`src/ppmp_regs.vh`:
```
// Register offsets, field positions, reset values and mode codes for the parallel port block.
//
// Overview of operation
// - Byte-enable pin is active-high when its polarity bit is 1, else active-low.
// - In slave modes and master mode 2, write polarity bit sets the write strobe level.
// - In master mode 1, the write polarity bit sets the enable strobe level instead.
// - In slave modes and master mode 2, read polarity bit sets the read strobe level.
// - In master mode 1, the read polarity bit sets the direction strobe level instead.
// - Pin-related control bits do nothing while that pin carries an address line.
// - Busy reads 1 during a master transfer, 0 otherwise; meaningless while stalled.
// - Interrupt mode 11 interrupts on buffer 3 access, or address bits 11 when addressable.
// - Interrupt mode 10 raises no interrupt and stalls the processor until the cycle ends.
// - Interrupt mode 01 interrupts at each transfer end, after both byte cycles in 16-bit width; mode 00 never interrupts.
// - Step mode 11 advances legacy slave read and write buffer pointers after each access.
// - Step mode 10 decrements the 11-bit address counter after every cycle.
// - Step mode 01 increments the 11-bit address counter after every cycle.
// - Step mode 00 leaves the address counter unchanged.
// - In 16-bit width one data register access starts two byte transfers.
// - Mode 11 is master mode 1: chip select, direction, enable, byte enable, address, data.
`ifndef PPMP_REGS_VH
`define PPMP_REGS_VH

// Register indices on the plain register port.
`define PPMP_IDX_CTRL      3'h0
`define PPMP_IDX_MODE      3'h1
`define PPMP_IDX_ADDR      3'h2
`define PPMP_IDX_DATA      3'h3
`define PPMP_IDX_BUF_BASE  3'h4

// Control register fields.
`define PPMP_CTL_EN        15
`define PPMP_CTL_BEADDR    11
`define PPMP_CTL_BEEN      10
`define PPMP_CTL_WREN      9
`define PPMP_CTL_RDEN      8
`define PPMP_CTL_CSP       3
`define PPMP_CTL_BEP       2
`define PPMP_CTL_WRP       1
`define PPMP_CTL_RDP       0
`define PPMP_CTL_MASK      16'h8f0f

// Mode register fields.
`define PPMP_MOD_BUSY      15
`define PPMP_MOD_IRQ_HI    14
`define PPMP_MOD_IRQ_LO    13
`define PPMP_MOD_STEP_HI   12
`define PPMP_MOD_STEP_LO   11
`define PPMP_MOD_WIDE      10
`define PPMP_MOD_PM_HI     9
`define PPMP_MOD_PM_LO     8
`define PPMP_MOD_WB_HI     7
`define PPMP_MOD_WB_LO     6
`define PPMP_MOD_WM_HI     5
`define PPMP_MOD_WM_LO     2
`define PPMP_MOD_WE_HI     1
`define PPMP_MOD_WE_LO     0

// Reset values.
`define PPMP_CTRL_RST      16'h0000
`define PPMP_MODE_RST      15'h0000
`define PPMP_ADDR_RST      11'h000

// Port mode, interrupt mode and step mode codes.
`define PPMP_PM_LEGACY     2'h0
`define PPMP_PM_ADDRSLV    2'h1
`define PPMP_PM_MASTER2    2'h2
`define PPMP_PM_MASTER1    2'h3
`define PPMP_IRQ_NONE      2'h0
`define PPMP_IRQ_CYCLE     2'h1
`define PPMP_IRQ_STALL     2'h2
`define PPMP_IRQ_BUF3      2'h3
`define PPMP_STEP_NONE     2'h0
`define PPMP_STEP_INC      2'h1
`define PPMP_STEP_DEC      2'h2
`define PPMP_STEP_BUF      2'h3

`endif

```
`src/ppmp_port.v`:
```
// Parallel master/slave port with polarity, mode, busy, interrupt, stall and address stepping.
//
// Chosen here: the address map and strobed register access.
`timescale 1ns/1ps
`include "ppmp_regs.vh"

module ppmp_port (
  // Clock and reset.
  input  wire        clk_i,
  input  wire        rst_i,
  // Register port.
  input  wire [2:0]  reg_addr_i,
  input  wire [15:0] reg_wdata_i,
  input  wire        reg_we_i,
  input  wire        reg_re_i,
  output wire [15:0] reg_rdata_o,
  // Processor side events.
  output wire        irq_o,
  output wire        stall_o,
  // Address and byte enable pins.
  output wire [10:0] port_address_lines_o,
  output wire        byte_enable_pin_o,
  output wire        byte_enable_pin_oe_o,
  // Chip select pin.
  input  wire        chip_select_pin_i,
  output wire        chip_select_pin_o,
  output wire        chip_select_pin_oe_o,
  // Write strobe pin, enable strobe in master mode 1.
  input  wire        write_strobe_pin_i,
  output wire        write_strobe_pin_o,
  output wire        write_strobe_pin_oe_o,
  // Read strobe pin, direction strobe in master mode 1.
  input  wire        read_strobe_pin_i,
  output wire        read_strobe_pin_o,
  output wire        read_strobe_pin_oe_o,
  // Data pins and slave address inputs.
  input  wire [7:0]  port_data_i,
  output wire [7:0]  port_data_o,
  output wire [7:0]  port_data_oe_o,
  input  wire [1:0]  slave_addr_i
);

  localparam ST_IDLE  = 2'h0;
  localparam ST_SETUP = 2'h1;
  localparam ST_STRB  = 2'h2;
  localparam ST_HOLD  = 2'h3;

  // Returns a byte lane of a 16-bit word.
  function [7:0] lane;
    input [15:0] w;
    input        hi;
    begin
      lane = hi ? w[15:8] : w[7:0];
    end
  endfunction

  reg  [15:0] ctrl_q;
  reg  [14:0] mode_q;
  reg  [10:0] addr_q;
  reg  [15:0] data_q;
  reg  [7:0]  out_buf [0:3];
  reg  [7:0]  in_buf  [0:3];
  reg  [1:0]  rptr_q;
  reg  [1:0]  wptr_q;
  reg  [1:0]  st_q;
  reg  [1:0]  st_d;
  reg  [3:0]  cnt_q;
  reg  [3:0]  cnt_d;
  reg         dir_rd_q;
  reg         hi_q;
  reg  [15:0] rdata_q;
  reg         irq_q;
  reg         stall_q;
  reg         be_q;
  reg         be_oe_q;
  reg         cs_q;
  reg         cs_oe_q;
  reg         wr_q;
  reg         wr_oe_q;
  reg         rd_q;
  reg         rd_oe_q;
  reg  [7:0]  dout_q;
  reg  [7:0]  doe_q;
  // Synchroniser stages for the pins.
  reg  [1:0]  cs_sy_q;
  reg  [1:0]  wr_sy_q;
  reg  [1:0]  rd_sy_q;
  reg  [7:0]  din_s1_q;
  reg  [7:0]  din_s2_q;
  reg  [1:0]  sa_s1_q;
  reg  [1:0]  sa_s2_q;
  reg         s_wr_prev_q;
  reg         s_rd_prev_q;

  wire [1:0]  pmode   = mode_q[`PPMP_MOD_PM_HI:`PPMP_MOD_PM_LO];
  wire [1:0]  irqm    = mode_q[`PPMP_MOD_IRQ_HI:`PPMP_MOD_IRQ_LO];
  wire [1:0]  stepm   = mode_q[`PPMP_MOD_STEP_HI:`PPMP_MOD_STEP_LO];
  wire        wide    = mode_q[`PPMP_MOD_WIDE];
  wire        en      = ctrl_q[`PPMP_CTL_EN];
  wire        master  = pmode[1];
  wire        busy    = (st_q != ST_IDLE);
  wire        sw_data = en && master && !busy && (reg_addr_i == `PPMP_IDX_DATA);
  wire        start_w = sw_data && reg_we_i;
  wire        start_r = sw_data && reg_re_i;
  wire        cyc_end = (st_q == ST_HOLD) && (cnt_q == 4'h0);
  wire        more    = wide && !hi_q;
  wire        dir_rd  = (st_q == ST_IDLE) ? start_r : dir_rd_q;

  // Slave side strobes, qualified by chip select, taken at the polarity selected.
  wire        s_cs    = (cs_sy_q[1] == ctrl_q[`PPMP_CTL_CSP]);
  wire        s_wr    = en && !master && s_cs && (wr_sy_q[1] == ctrl_q[`PPMP_CTL_WRP]);
  wire        s_rd    = en && !master && s_cs && (rd_sy_q[1] == ctrl_q[`PPMP_CTL_RDP]);
  wire        s_wend  = s_wr_prev_q && !s_wr;
  wire        s_rend  = s_rd_prev_q && !s_rd;
  wire        addrslv = (pmode == `PPMP_PM_ADDRSLV);
  wire [1:0]  s_wsel  = addrslv ? sa_s2_q : wptr_q;
  wire [1:0]  s_rsel  = addrslv ? sa_s2_q : rptr_q;
  wire        s_end   = s_wend || s_rend;
  wire        s_buf3  = (s_wend && (s_wsel == 2'h3)) || (s_rend && (s_rsel == 2'h3));

  // Master cycle sequencer: setup, strobe and hold phases with programmed waits.
  always @* begin
    st_d  = st_q;
    cnt_d = cnt_q;
    case (st_q)
      ST_IDLE: begin
        if (start_w || start_r) begin
          st_d  = ST_SETUP;
          cnt_d = {2'h0, mode_q[`PPMP_MOD_WB_HI:`PPMP_MOD_WB_LO]};
        end
      end
      ST_SETUP: begin
        if (cnt_q == 4'h0) begin
          st_d  = ST_STRB;
          cnt_d = mode_q[`PPMP_MOD_WM_HI:`PPMP_MOD_WM_LO];
        end else begin
          cnt_d = cnt_q - 4'h1;
        end
      end
      ST_STRB: begin
        if (cnt_q == 4'h0) begin
          st_d  = ST_HOLD;
          cnt_d = {2'h0, mode_q[`PPMP_MOD_WE_HI:`PPMP_MOD_WE_LO]};
        end else begin
          cnt_d = cnt_q - 4'h1;
        end
      end
      ST_HOLD: begin
        if (cnt_q != 4'h0) begin
          cnt_d = cnt_q - 4'h1;
        end else if (more) begin
          st_d  = ST_SETUP;
          cnt_d = {2'h0, mode_q[`PPMP_MOD_WB_HI:`PPMP_MOD_WB_LO]};
        end else begin
          st_d  = ST_IDLE;
        end
      end
      default: begin
        st_d  = ST_IDLE;
        cnt_d = 4'h0;
      end
    endcase
  end

  // Active-high internal strobes, taken from the next state so the pins change with it.
  wire        m_strb = (st_d == ST_STRB);
  wire        m_act  = (st_d != ST_IDLE);
  wire        wr_act = (pmode == `PPMP_PM_MASTER1) ? m_strb : (m_strb && !dir_rd);
  wire        rd_act = (pmode == `PPMP_PM_MASTER1) ? (m_act && dir_rd) : (m_strb && dir_rd);
  wire        cs_act = m_act;
  wire        be_act = m_act && wide;

  // Pin synchronisers; only the second stage is read by logic.
  always @(posedge clk_i) begin
    if (rst_i) begin
      cs_sy_q  <= 2'h0;
      wr_sy_q  <= 2'h0;
      rd_sy_q  <= 2'h0;
      din_s1_q <= 8'h00;
      din_s2_q <= 8'h00;
      sa_s1_q  <= 2'h0;
      sa_s2_q  <= 2'h0;
    end else begin
      cs_sy_q  <= {cs_sy_q[0], chip_select_pin_i};
      wr_sy_q  <= {wr_sy_q[0], write_strobe_pin_i};
      rd_sy_q  <= {rd_sy_q[0], read_strobe_pin_i};
      din_s1_q <= port_data_i;
      din_s2_q <= din_s1_q;
      sa_s1_q  <= slave_addr_i;
      sa_s2_q  <= sa_s1_q;
    end
  end

  // Register file, master data path, address stepping and slave pointers.
  always @(posedge clk_i) begin
    if (rst_i) begin
      ctrl_q      <= `PPMP_CTRL_RST;
      mode_q      <= `PPMP_MODE_RST;
      addr_q      <= `PPMP_ADDR_RST;
      data_q      <= 16'h0000;
      st_q        <= ST_IDLE;
      cnt_q       <= 4'h0;
      dir_rd_q    <= 1'b0;
      hi_q        <= 1'b0;
      rptr_q      <= 2'h0;
      wptr_q      <= 2'h0;
      rdata_q     <= 16'h0000;
      s_wr_prev_q <= 1'b0;
      s_rd_prev_q <= 1'b0;
    end else begin
      st_q        <= st_d;
      cnt_q       <= cnt_d;
      s_wr_prev_q <= s_wr;
      s_rd_prev_q <= s_rd;
      if (st_q == ST_IDLE) begin
        dir_rd_q <= start_r;
        hi_q     <= 1'b0;
      end
      // Software writes; the data register is refused while a transfer runs.
      if (reg_we_i) begin
        case (reg_addr_i)
          `PPMP_IDX_CTRL: ctrl_q <= reg_wdata_i & `PPMP_CTL_MASK;
          `PPMP_IDX_MODE: mode_q <= reg_wdata_i[14:0];
          `PPMP_IDX_ADDR: addr_q <= reg_wdata_i[10:0];
          `PPMP_IDX_DATA: if (!busy) data_q <= wide ? reg_wdata_i : {8'h00, reg_wdata_i[7:0]};
          default:        out_buf[reg_addr_i[1:0]] <= reg_wdata_i[7:0];
        endcase
      end
      // Read data stand in the cycle after the strobe.
      if (reg_re_i) begin
        case (reg_addr_i)
          `PPMP_IDX_CTRL: rdata_q <= ctrl_q;
          `PPMP_IDX_MODE: rdata_q <= {busy, mode_q};
          `PPMP_IDX_ADDR: rdata_q <= {5'h00, addr_q};
          `PPMP_IDX_DATA: rdata_q <= data_q;
          default:        rdata_q <= {8'h00, in_buf[reg_addr_i[1:0]]};
        endcase
      end
      // Byte capture and address stepping at the end of each master byte cycle.
      if (cyc_end) begin
        if (dir_rd_q) begin
          if (hi_q) begin
            data_q[15:8] <= din_s2_q;
          end else begin
            data_q[7:0]  <= din_s2_q;
          end
        end
        hi_q <= more;
        case (stepm)
          `PPMP_STEP_INC: addr_q <= addr_q + 11'h001;
          `PPMP_STEP_DEC: addr_q <= addr_q - 11'h001;
          default:        addr_q <= addr_q;
        endcase
      end
      // Slave accesses complete when the strobe goes inactive.
      if (s_wend) begin
        in_buf[s_wsel] <= din_s2_q;
        if (stepm == `PPMP_STEP_BUF && pmode == `PPMP_PM_LEGACY) begin
          wptr_q <= wptr_q + 2'h1;
        end
      end
      if (s_rend && stepm == `PPMP_STEP_BUF && pmode == `PPMP_PM_LEGACY) begin
        rptr_q <= rptr_q + 2'h1;
      end
    end
  end

  // Interrupt pulse and processor stall.
  always @(posedge clk_i) begin
    if (rst_i) begin
      irq_q   <= 1'b0;
      stall_q <= 1'b0;
    end else begin
      case (irqm)
        `PPMP_IRQ_CYCLE: irq_q <= (cyc_end && !more) || s_end;
        `PPMP_IRQ_BUF3:  irq_q <= s_buf3;
        default:         irq_q <= 1'b0;
      endcase
      stall_q <= (irqm == `PPMP_IRQ_STALL) && (st_d != ST_IDLE);
    end
  end

  // Pin drivers: the polarity is folded into the same flop as the strobe.
  always @(posedge clk_i) begin
    if (rst_i) begin
      be_q    <= 1'b1;
      be_oe_q <= 1'b0;
      cs_q    <= 1'b1;
      cs_oe_q <= 1'b0;
      wr_q    <= 1'b1;
      wr_oe_q <= 1'b0;
      rd_q    <= 1'b1;
      rd_oe_q <= 1'b0;
      dout_q  <= 8'h00;
      doe_q   <= 8'h00;
    end else begin
      if (ctrl_q[`PPMP_CTL_BEADDR]) begin
        be_q <= addr_q[0];
      end else begin
        be_q <= be_act ^ ~ctrl_q[`PPMP_CTL_BEP];
      end
      be_oe_q <= en && master && (ctrl_q[`PPMP_CTL_BEEN] || ctrl_q[`PPMP_CTL_BEADDR]);
      cs_q    <= cs_act ^ ~ctrl_q[`PPMP_CTL_CSP];
      cs_oe_q <= en && master;
      wr_q    <= wr_act ^ ~ctrl_q[`PPMP_CTL_WRP];
      wr_oe_q <= en && master && ctrl_q[`PPMP_CTL_WREN];
      rd_q    <= rd_act ^ ~ctrl_q[`PPMP_CTL_RDP];
      rd_oe_q <= en && master && ctrl_q[`PPMP_CTL_RDEN];
      if (master) begin
        dout_q <= lane(data_q, (st_q == ST_HOLD && cnt_q == 4'h0) ? more : hi_q);
        doe_q  <= {8{en && m_act && !dir_rd}};
      end else begin
        dout_q <= out_buf[s_rsel];
        doe_q  <= {8{s_rd}};
      end
    end
  end

  assign reg_rdata_o           = rdata_q;
  assign irq_o                 = irq_q;
  assign stall_o               = stall_q;
  assign port_address_lines_o  = addr_q;
  assign byte_enable_pin_o     = be_q;
  assign byte_enable_pin_oe_o  = be_oe_q;
  assign chip_select_pin_o     = cs_q;
  assign chip_select_pin_oe_o  = cs_oe_q;
  assign write_strobe_pin_o    = wr_q;
  assign write_strobe_pin_oe_o = wr_oe_q;
  assign read_strobe_pin_o     = rd_q;
  assign read_strobe_pin_oe_o  = rd_oe_q;
  assign port_data_o           = dout_q;
  assign port_data_oe_o        = doe_q;

endmodule // ppmp_port

```
`config.mk`:
```
export PLATFORM = sky130hd
export DESIGN_NAME = ppmp_port
export DESIGN_NICKNAME = d
export VERILOG_FILES = /design/src/ppmp_port.v
export VERILOG_INCLUDE_DIRS = /design/src
export SDC_FILE = /design/constraint.sdc
export NUM_CORES = 1
export LEC_CHECK = 0
export ABC_AREA = 1
export BUFFER_PORTS_ARGS = -buffer_cell sky130_fd_sc_hd__clkbuf_2
export CORE_ASPECT_RATIO = 1.25
export CORE_MARGIN = 2
export CORE_UTILIZATION = 53
export CTS_CLUSTER_SIZE = 12
export DETAILED_ROUTE_END_ITERATION = 6
export PLACE_DENSITY = 0.84
export SLEW_MARGIN = 20
export SYNTH_ARGS = -nofsm -noshare
export SYNTH_HDL_FRONTEND = slang
export SYNTH_SLANG_ARGS = --single-unit
```
`constraint.sdc`:
```
create_clock -name clk_i -period 1.95 [get_ports clk_i]
set_input_delay 0.2925 -clock clk_i [delete_from_list [all_inputs] [get_ports clk_i]]
set_output_delay 0.2925 -clock clk_i [all_outputs]
set_load 0.02 [all_outputs]
```
==> reports/qor.yml <==
run_status:
  outcome: "finished clean"
global_routing:
  grt_use_met3_pct: 7.97
  antenna_found_initial: 1
  grt.met2_usage_pct: 46.9
  use_met1_pct: 34.5
  grt_overflow: 0
  top_usage_layer: "met2"
  grt_max_degree: 37
  grt_pass1_wl_um: 36700
  grt_pass1_vias: 7090
  grt_use_total_pct: 29.5
clocking:
  clk_latency_ns: 0.44
  cts_tree: "done"
  htree_levels: 4
  cts.sinks: 190
  cts_max_path_buffers: 2
  hold_buffers: 0
  numCtsBuffers: 17
  root_buffer: "clkbuf_16"
  clk_pin_slew_worst_paths_ns: 0.07
placement:
  gp_congestion: 0.987
  io_buffer_count: 88
  placed_area_um2: 9180
  dp_hpwl_um: 17600
  dp.cells: 1278
critical_path:
  crit_chain: "inv_1 > nor2_4 > inv_2 > or2_4 > o21ai_1 > inv_1 > buf_4 > nor3_2 > buf_6"
  path_class: "register to register"
  critical_path.max_stage_delay_ns: 0.34
  worstPathArrival_ns: 2.05
  worstPathMaxFanout: 8
  slowest_stage: "dfxtp_1"
  startpoint_type: "register"
  worst_ep_required_time_ns: 2.11
  crit_path_frequent_cell: "inv_1"
  cp-end-kind: "register"
  startpoint: "mode_q[8]$_SDFFE_PP0P_"
  reg2reg_from: "mode_q[8]$_SDFFE_PP0P_"
floorplan:
  die_w_um: 116
  pin_count: 89
  die_y_um: 144
  rows: 51
  initial_utilization_pct: 53.6
  dieArea_um2: 16600
  coreArea_um2: 15400
finish:
  fin_util_pct: 63.5
  nNetsFinal: 1126
  multi_input_area_um2: 3160
  stdcell_area_um2: 9810
  final_layout_size_suffix_gt1_share_pct: 21.7
  seq_area_um2: 4450
  finish.cell_count_without_fillers: 1312
  antenna_cells: 0
  area_delta_synth_final_pct: 18.6
  fillCellCount: 1295
timing:
  fmax_mhz: 527
  fin_crit_ns: 1.90
  clock_skew_ns: 0.0101
  slew_violations: 0
  hold_viol_final: 0
  worst_slew_pin_slew_ns: 0.592
  slew_headroom_pct: 60.4
  rsz0062_at_grt: "yes"
  finalSetupViolCount: 0
  hold_slack_ns: 0.0310
  timing.final.crit_share_pct: 97.4
yosys:
  synth_fa_ha_area_share_pct: 0.454
  synth_top_cell_area_share_pct: 30.5
  netlist_instances: 964
  ys.flop_type: "dfxtp_1"
  netlist-cell-type-count: 53
  synth_top_family_by_area: "compound AO/OA/AOI/OAI gates"
  synth_top_area_cell: "dfxtp_1"
  synthMuxAreaShare_pct: 0
  yosysSeqAreaShare_pct: 53.7
  synthSimpleGateAreaFrac_pct: 16.5
  synth_nets: 1003
  synth_edf_count: 64
  syn_area_um2: 8280
  ys_async_sr_fraction_pct: 0
  yosys-top-cells-count: "nand2_1 (146), dfxtp_1 (126), inv_1 (114)"
  yosysMostFrequentCell: "nand2_1"
  postSynthAreaPerCell_um2: 8.58
  synth_warnings: 0
  synth_compound_area_share_pct: 19.8
  synth_area_leaders: "dfxtp_1 (30%), edfxtp_1 (23%), nand2_1 (6.6%), o21ai_0 (5.9%), a21oi_1 (5.9%)"
  ys_ff_latch: 190
  synth-xor-area-share_pct: 0.635
power_and_ir_drop:
  leakage_nw: 3.98
  p_per_area_nw_per_um2: 876
  vdd_drop_max_v: 0.000446
drt:
  drt-initial-drc-count: 896
  finalWirelength_um: 24400
  antenna_left: 0
  vias: 7650
  drc: 0
  dr.pass1.iters: 5
  via_per_inst: 5.83
  wl_per_cell_um: 18.6
run:
  max-cap-violations: 0
min_path:
  worstHoldPathType: "input pin to register"
  hp-start: "slave_addr_i[1]"
## cells by family (layout without fill, tap and decap cells)
kind of cell,after synthesis,in the layout
AOI/OAI and AO/OA,289,289
buffers and inverters,172,308
xor gates and xnor gates,6,6
DFF,190,190
and+or+nand+nor,304,304
adders and majority gates,3,3
## area by class of cell
class	instances	area share [%]
Clock buffer	18	4.37
Clock inverter	14	1.11
Inverter	133	5.21
Multi-Input combinational cell	602	32.2
Sequential cell	190	45.3
Tap cell	212	2.70
Timing Repair Buffer	143	9.10
## path summary, 6_finish.rpt
path,endpoint,slack [ns],depth (start not counted)
setup / recovery,in_buf[2][6]$_DFFE_PP_,0.05,9
hold / removal,sa_s1_q[1]$_SDFF_PP0_,0.03,3
setup reg to reg,in_buf[2][6]$_DFFE_PP_,0.05,9
hold reg to reg,din_s2_q[0]$_SDFF_PP0_,0.40,2
## critical path: cells and delay by family (launching register included)
family	cells	cell delay, ns
buffers and inverters	5	0.59
and+or+nand+nor	3	0.52
DFF	1	0.34
AOI/OAI and AO/OA	1	0.15
## per-stage QoR
stage	TNS (ns)	total power (W)	worst slack [ns]
2_1_floorplan	-3.26	0.00501	-0.158
3_3_place_gp	0	0.00538	0.0598
3_5_place_dp	-1.47	0.00540	-0.0845
4_1_cts	-0.135	0.00856	-0.0126
5_1_grt	-0.534	0.00888	-0.0407
6_report	0	0.00859	0.0516
## cell usage in the layout (no fill, tap or decap), drive strengths merged
cell type,count
a221oi,3
ha,3
xor2,3
a31oi,12
o221ai,5
clkbuf,106
nor3,10
o211ai,4
a211oi,3
nand2,157
o21bai,1
a41oi,4
a41o,1
nor2,90
nand3,42
nand4,1
o22ai,18
a32o,1
a21oi,98
a31o,4
o2111ai,1
edfxtp,64
o21ai,125
nor4,2
clkinvlp,4
or2,2
clkinv,8
xnor2,3
inv,135
buf,55
a22oi,7
dfxtp,126
a22o,2
## sequential cells by signal (all words and copies together) (netlist names), 4 cells and up
name / cells
ctrl_q: 9
reg_rdata_o: 16
in_buf: 32
cnt_q: 4
mode_q: 15
port_data_o: 8
din_s1_q: 8
out_buf: 32
data_q: 16
port_address_lines_o: 11
din_s2_q: 8
## power breakdown
part	leakage (nW)	internal [W]	switching, W
logic	2.12	0.000335	0.000740
registers	1.61	0.00422	0.0000787
clock network	0.253	0.00165	0.00157
## per-layer routing
layer  vias up  wire length, µm
met3       129             2420
li1       3510                -
met4         2             1680
met1      3510             8870
met2       499            11400
met5         -               13
## timing repair
action / 4_1_cts / 5_1_grt
pin swaps: 1 / 2
gates resized for setup: 4 / 23
buffers inserted: 1 / 1
setup endpoints to repair: 32 / 54
endpoints found under the hold margin: 0 / 0
cloned: 0 / 0
Note: power is estimated with default switching activity, not from simulation.
